<file path="src/agrc_map.vh">
`ifndef AGRC_MAP_VH
`define AGRC_MAP_VH
// ------------------------------------------------------------
// register offsets
// ------------------------------------------------------------
`define AGRC_OFF_STATUS   8'h01
`define AGRC_OFF_GAIN     8'h03
`define AGRC_OFF_REF      8'h05
`define AGRC_OFF_EXC1     8'h06
// ------------------------------------------------------------
// field positions
// ------------------------------------------------------------
`define AGRC_GAIN_LSB     0
`define AGRC_AMPEN_LSB    3
`define AGRC_REFCON_LSB   0
`define AGRC_REFSEL_LSB   2
`define AGRC_NBUF_BIT     4
`define AGRC_PBUF_BIT     5
`define AGRC_RAILEN_BIT   7
`define AGRC_ST_REF1_BIT  0
`define AGRC_ST_REF0_BIT  1
`define AGRC_ST_NLO_BIT   2
`define AGRC_ST_NHI_BIT   3
`define AGRC_ST_PLO_BIT   4
`define AGRC_ST_PHI_BIT   5
// ------------------------------------------------------------
// reset values and codes
// ------------------------------------------------------------
`define AGRC_GAIN_RST     8'h00
`define AGRC_REF_RST      8'h00
`define AGRC_EXC1_RST     8'h00
`define AGRC_AMP_BYPASS   2'h0
`define AGRC_AMP_ON       2'h1
`define AGRC_REFSEL_EXT0  2'h0
`define AGRC_REFSEL_EXT1  2'h1
`define AGRC_REFSEL_INT   2'h2
`define AGRC_REFCON_OFF   2'h0
`define AGRC_REFCON_PD    2'h1
`define AGRC_REFCON_ON    2'h2
`define AGRC_GAIN_32      3'h5
`endif
</file>
<file path="src/agrc_ctrl.v">
`timescale 1ns/1ps
`default_nettype none
`include "agrc_map.vh"
module agrc_ctrl #(
	parameter CLK_MHZ = 200
) (
	input  wire       CLK_SYS_I,
	input  wire       RST_I,
	input  wire [7:0] ADDR_I,
	input  wire       WR_I,
	input  wire [7:0] WDATA_I,
	input  wire       RD_I,
	input  wire       POWER_DOWN_I,
	input  wire       CONVERTING_I,
	input  wire [3:0] RAIL_CMP_I,
	input  wire [1:0] REF_LOW_CMP_I,
	output reg  [7:0] RDATA_O,
	output reg        RDATA_VALID_O,
	output reg  [2:0] ANALOG_GAIN_O,
	output reg  [1:0] DIGITAL_SHIFT_O,
	output reg        AMP_POWER_O,
	output reg        AMP_BYPASS_O,
	output reg        AMP_HIGH_BIAS_O,
	output reg        RAIL_DETECT_EN_O,
	output reg  [1:0] REF_MUX_SEL_O,
	output reg        INT_REF_POWER_O,
	output reg        POS_REF_BUF_EN_O,
	output reg        NEG_REF_BUF_EN_O
);
// ------------------------------------------------------------
// synchronisers for analog comparator outputs, power-down and converting inputs
// ------------------------------------------------------------
reg [3:0] rail_s1_reg;
reg [3:0] rail_s2_reg;
reg [1:0] rlo_s1_reg;
reg [1:0] rlo_s2_reg;
reg       pd_s1_reg;
reg       pd_s2_reg;
reg       cv_s1_reg;
reg       cv_s2_reg;
always @(posedge CLK_SYS_I) begin
	if (RST_I) begin
		rail_s1_reg <= 4'h0;
		rail_s2_reg <= 4'h0;
		rlo_s1_reg  <= 2'h0;
		rlo_s2_reg  <= 2'h0;
		pd_s1_reg   <= 1'b0;
		pd_s2_reg   <= 1'b0;
		cv_s1_reg   <= 1'b0;
		cv_s2_reg   <= 1'b0;
	end else begin
		rail_s1_reg <= RAIL_CMP_I;
		rail_s2_reg <= rail_s1_reg;
		rlo_s1_reg  <= REF_LOW_CMP_I;
		rlo_s2_reg  <= rlo_s1_reg;
		pd_s1_reg   <= POWER_DOWN_I;
		pd_s2_reg   <= pd_s1_reg;
		cv_s1_reg   <= CONVERTING_I;
		cv_s2_reg   <= cv_s1_reg;
	end
end
// ------------------------------------------------------------
// configuration registers
// ------------------------------------------------------------
reg [7:0] gain_reg;
reg [7:0] ref_reg;
reg [7:0] exc1_reg;
reg [5:0] flags_reg;
reg [5:0] flags_next;
always @(posedge CLK_SYS_I) begin
	if (RST_I) begin
		gain_reg <= `AGRC_GAIN_RST;
		ref_reg  <= `AGRC_REF_RST;
		exc1_reg <= `AGRC_EXC1_RST;
	end else if (WR_I) begin
		case (ADDR_I)
		`AGRC_OFF_GAIN: gain_reg <= WDATA_I;
		`AGRC_OFF_REF:  ref_reg  <= WDATA_I;
		`AGRC_OFF_EXC1: exc1_reg <= WDATA_I;
		default: ;
		endcase
	end
end
wire [2:0] gain_code = gain_reg[`AGRC_GAIN_LSB+2:`AGRC_GAIN_LSB];
wire [1:0] amp_en    = gain_reg[`AGRC_AMPEN_LSB+1:`AGRC_AMPEN_LSB];
wire [1:0] refcon    = ref_reg[`AGRC_REFCON_LSB+1:`AGRC_REFCON_LSB];
wire [1:0] refsel    = ref_reg[`AGRC_REFSEL_LSB+1:`AGRC_REFSEL_LSB];
wire       rail_en   = exc1_reg[`AGRC_RAILEN_BIT];
// bypass honoured only at gain 1; otherwise amplifier stays in path
wire       bypass    = (amp_en == `AGRC_AMP_BYPASS) &&
                       (gain_code == 3'h0);
wire       hi_gain   = (gain_code > `AGRC_GAIN_32);
// ------------------------------------------------------------
// status flags: sticky, cleared by status read, set wins
// ------------------------------------------------------------
wire       st_rd     = RD_I && (ADDR_I == `AGRC_OFF_STATUS);
wire [5:0] flag_set;
assign flag_set[`AGRC_ST_REF1_BIT] = cv_s2_reg & rlo_s2_reg[1];
assign flag_set[`AGRC_ST_REF0_BIT] = cv_s2_reg & rlo_s2_reg[0];
// rail_s2 order: p_high, p_low, n_high, n_low
assign flag_set[`AGRC_ST_PHI_BIT]  = rail_en & ~bypass & rail_s2_reg[0];
assign flag_set[`AGRC_ST_PLO_BIT]  = rail_en & ~bypass & rail_s2_reg[1];
assign flag_set[`AGRC_ST_NHI_BIT]  = rail_en & ~bypass & rail_s2_reg[2];
assign flag_set[`AGRC_ST_NLO_BIT]  = rail_en & ~bypass & rail_s2_reg[3];
always @* begin
	flags_next = st_rd ? 6'h00 : flags_reg;
	flags_next = flags_next | flag_set;
end
always @(posedge CLK_SYS_I) begin
	if (RST_I)
		flags_reg <= 6'h00;
	else
		flags_reg <= flags_next;
end
// ------------------------------------------------------------
// read port and analog controls
// ------------------------------------------------------------
always @(posedge CLK_SYS_I) begin
	if (RST_I) begin
		RDATA_O          <= 8'h00;
		RDATA_VALID_O    <= 1'b0;
		ANALOG_GAIN_O    <= 3'h0;
		DIGITAL_SHIFT_O  <= 2'h0;
		AMP_POWER_O      <= 1'b0;
		AMP_BYPASS_O     <= 1'b1;
		AMP_HIGH_BIAS_O  <= 1'b0;
		RAIL_DETECT_EN_O <= 1'b0;
		REF_MUX_SEL_O    <= `AGRC_REFSEL_EXT0;
		INT_REF_POWER_O  <= 1'b0;
		POS_REF_BUF_EN_O <= 1'b1;
		NEG_REF_BUF_EN_O <= 1'b1;
	end else begin
		RDATA_VALID_O <= RD_I;
		case (ADDR_I)
		`AGRC_OFF_STATUS: RDATA_O <= {2'h0, flags_reg};
		`AGRC_OFF_GAIN:   RDATA_O <= gain_reg;
		`AGRC_OFF_REF:    RDATA_O <= ref_reg;
		`AGRC_OFF_EXC1:   RDATA_O <= exc1_reg;
		default:          RDATA_O <= 8'h00;
		endcase
		// gains above 32 stay analog 32; rest done digitally
		ANALOG_GAIN_O   <= hi_gain ? `AGRC_GAIN_32 : gain_code;
		DIGITAL_SHIFT_O <= hi_gain ? gain_code[1:0] - 2'h1 : 2'h0;
		AMP_POWER_O     <= ~bypass;
		AMP_BYPASS_O    <= bypass;
		AMP_HIGH_BIAS_O <= ~bypass & hi_gain;
		RAIL_DETECT_EN_O <= rail_en & ~bypass;
		// reserved select code 11 falls back to the first pair
		REF_MUX_SEL_O <= (refsel == 2'h3) ? `AGRC_REFSEL_EXT0
		                                  : refsel;
		INT_REF_POWER_O <= (refcon == `AGRC_REFCON_ON) ||
		                   ((refcon == `AGRC_REFCON_PD) &&
		                    ~pd_s2_reg);
		POS_REF_BUF_EN_O <= ~ref_reg[`AGRC_PBUF_BIT];
		NEG_REF_BUF_EN_O <= ~ref_reg[`AGRC_NBUF_BIT];
	end
end
endmodule
`default_nettype wire

</file>
<file path="config.mk">
export PLATFORM = sky130hd
export DESIGN_NAME = agrc_ctrl
export DESIGN_NICKNAME = d
export VERILOG_FILES = /design/src/agrc_ctrl.v
export VERILOG_INCLUDE_DIRS = /design/src
export SDC_FILE = /design/constraint.sdc
export NUM_CORES = 1
export LEC_CHECK = 0
export ABC_AREA = 1
export BUFFER_PORTS_ARGS = -buffer_cell sky130_fd_sc_hd__buf_2
export CAP_MARGIN = 30
export CORE_MARGIN = 8
export CORE_UTILIZATION = 40
export DETAILED_ROUTE_END_ITERATION = 12
export GPL_TIMING_DRIVEN = 0
export HOLD_SLACK_MARGIN = 0.1
export PLACE_DENSITY = 0.6
export SLEW_MARGIN = 20
export SYNTH_ARGS = -nofsm -noshare
export SYNTH_HDL_FRONTEND = slang
export SYNTH_SLANG_ARGS = --single-unit
</file>
<file path="constraint.sdc">
create_clock -name CLK_SYS_I -period 1.4 [get_ports CLK_SYS_I]
set_input_delay 0.21 -clock CLK_SYS_I [delete_from_list [all_inputs] [get_ports CLK_SYS_I]]
set_output_delay 0.21 -clock CLK_SYS_I [all_outputs]
set_load 0.01 [all_outputs]
</file>
==> impl_metrics.ini <==
[route]
ant_nets = 0
vias = 2249
drc = 0
wire_per_inst_um = 12.5
viasPerCell = 4.71
wirelength_um = 5960
drt_iter0_drc = 93
dr.pass1.iters = 5

[logic_synthesis]
synth_top_family_by_area = simple AND/OR/NAND/NOR gates
yosysWarnings = 0
ys_ff_latch = 69
syn_area_sq_mm = 0.00260
synth_fa_ha_area_share_pct = 0.481
synth_cell_types = 22
synth_compound_area_share_pct = 4.72
ys_seq_area_share_pct = 53.2
syn_nets = 355
netlist_instances = 326
avgSynthCellArea_sq_um = 7.97
synth_xor_xnor_area_share_pct = 0
synthMuxAreaShare_pct = 0
synthSimpleGateAreaFrac_pct = 32.3

[cells_and_area]
fin_util_pct = 51.2
drive_gt1_share_pct = 22.5
syn2layout_area_growth_pct = 24.3
n_antenna_cell = 0
most-common-layout-cells = dfxtp_1 (69), nor2_1 (60), nand2_1 (52)
final_common_cell = dfxtp_1
fin_nets = 424

[clock_tree]
cts_tree = done
h-tree-depth = 3
path_clk_slew_ns = 0.07
clkLatencyLatePin_ns = 0.34
cts_max_path_buffers = 2
post-cts-setup-buffers = 0
cts_sinks = 69
cts_buffers = 9
cts_root_buffer = clkbuf_8

[sta]
hold_ws_ns = 0.136
clock-skew-final_ns = 0.00573
fmax_ghz = 0.832
worstMarginPinSlew_ns = 0.508
tns_ns = 0
rsz0062_at_grt = no
fin_crit_sh_pct = 85.9
hold_viol_final = 0
drv_slew = 0
finalCriticalPeriod_ns = 1.20
setup_viol = 0
relSlewSlack_pct = 66.1

[worst_setup_path]
crit_top_cell = nand2_1
required_ns = 1.69
slowest_delay_ns = 0.38
critPathSlowestCell = dfxtp_1
critPathKind = reg -> reg
critPathLaunchType = flop
worstPathArrival_ns = 1.49
path_cells = inv_1, ha_1, nand3_1, nand2_1, nor2_4, nand2_1, nand2_1
critPathMaxFanout = 5
setup.worst_path.end_class = flop

[global_routing]
grt_max_degree = 12
grt.overflow.total = 0
grt_pass1_wl_um = 10200
grt_antenna_before_repair = 0
grt_pass1_vias = 2161
grt_use_total_pct = 13.3

[placed_design]
hpwl_um = 4520
io_buffers = 49
gp_congestion = 0.831

[floorplan]
start_util_pct = 41.2
die-height_um = 96.6
die_area_sq_mm = 0.00933
coreArea_sq_mm = 0.00631
rows = 29
die_width_um = 96.6
ioPinCount = 51

[status]
outcome = finished, final reports clean

[power]
ir_drop_mv = 0.737
pwr_density_cell_mw_per_mm2 = 1170
power_leakage_nw = 1.51
report.power.total_mw = 3.77

[min_path]
hold_class = in -> reg

[flow_run]
maxCapViolCount = 0
metal layers:
layer  part of all wire (%)  GRT usage [%]  vias to the layer above
met2                     44           20.4                       68
met5                      0              0                        -
li1                       -              -                     1168
met4                    3.3           7.10                        0
met3                    6.3           4.77                       16
met1                     47           16.0                      997
worst paths after layout:
path                                        to            from  cells after the start  slack, ns
worst max-delay path              flags_reg[4]     gain_reg[0]                      7       0.20
worst min-delay path               exc1_reg[7]      WDATA_I[7]                      3       0.14
worst max register to register    flags_reg[4]     gain_reg[0]                      7       0.20
worst min register to register  rail_s2_reg[2]  rail_s1_reg[2]                      2       0.40
Yosys cell counts, drive strengths merged:
cell | count | area share [%]
nand2 | 57 | 8.7
clkbuf | 6 | 0.87
dfxtp | 69 | 53
a211oi | 1 | 0.29
clkinv | 1 | 0.34
o21ai | 8 | 1.5
nor2 | 66 | 11
inv | 37 | 5.3
nand4 | 12 | 2.9
nand3 | 41 | 8.8
buf | 9 | 2.8
nor3 | 3 | 0.58
ha | 1 | 0.48
a21oi | 15 | 2.9
worst max-delay path, delay by kind of cell, from the launching register on:
kind	cells	cell delay [ns]
simple gates	5	0.49
flops	1	0.38
fa+ha+maj	1	0.20
buf+inv	1	0.07
area by class of cell:
type	instances	area, sq um
Inverter	38	148
Clock inverter	4	47.5
Tap cell	77	96.3
Fill cell	648	3080
Sequential cell	69	1380
Timing Repair Buffer	58	335
Multi-Input combinational cell	204	981
Clock buffer	12	145
Buffer	15	96.3
logic make-up (layout without fill, tap and decap cells):
group                    Yosys count  after routing
flip-flops                        69             69
AO/OA/AOI/OAI                     24             24
buffers and inverters             53            127
AND/OR/NAND/NOR                  179            179
adder cells (fa/ha/maj)            1              1
stage by stage:
| stage | instances | setup slack (ns) | instance area, sq um |
|---|---|---|---|
| after floorplan | 326 | 0.316 | 2600 |
| after global placement | 452 | 0.0623 | 2940 |
| after detailed placement | 452 | 0.0774 | 2940 |
| after CTS | 477 | 0.0584 | 3220 |
| after global routing | 477 | 0.0454 | 3230 |
| final | 477 | 0.198 | 3230 |
timing repair:
item | CTS | global route
hold buffers | 9 | 0
setup endpoints to repair | 0 | 4
hold endpoints to repair | 9 | 0
resized for setup | 0 | 2
power by group:
group	switching, mW	internal (mW)	leakage, nW
Combinational	0.123	0.0791	0.855
Sequential	0.00729	1.99	0.560
Clock	0.706	0.866	0.0964
Total	0.836	2.93	1.51
No activity file was read; power rests on OpenSTA's default activity.
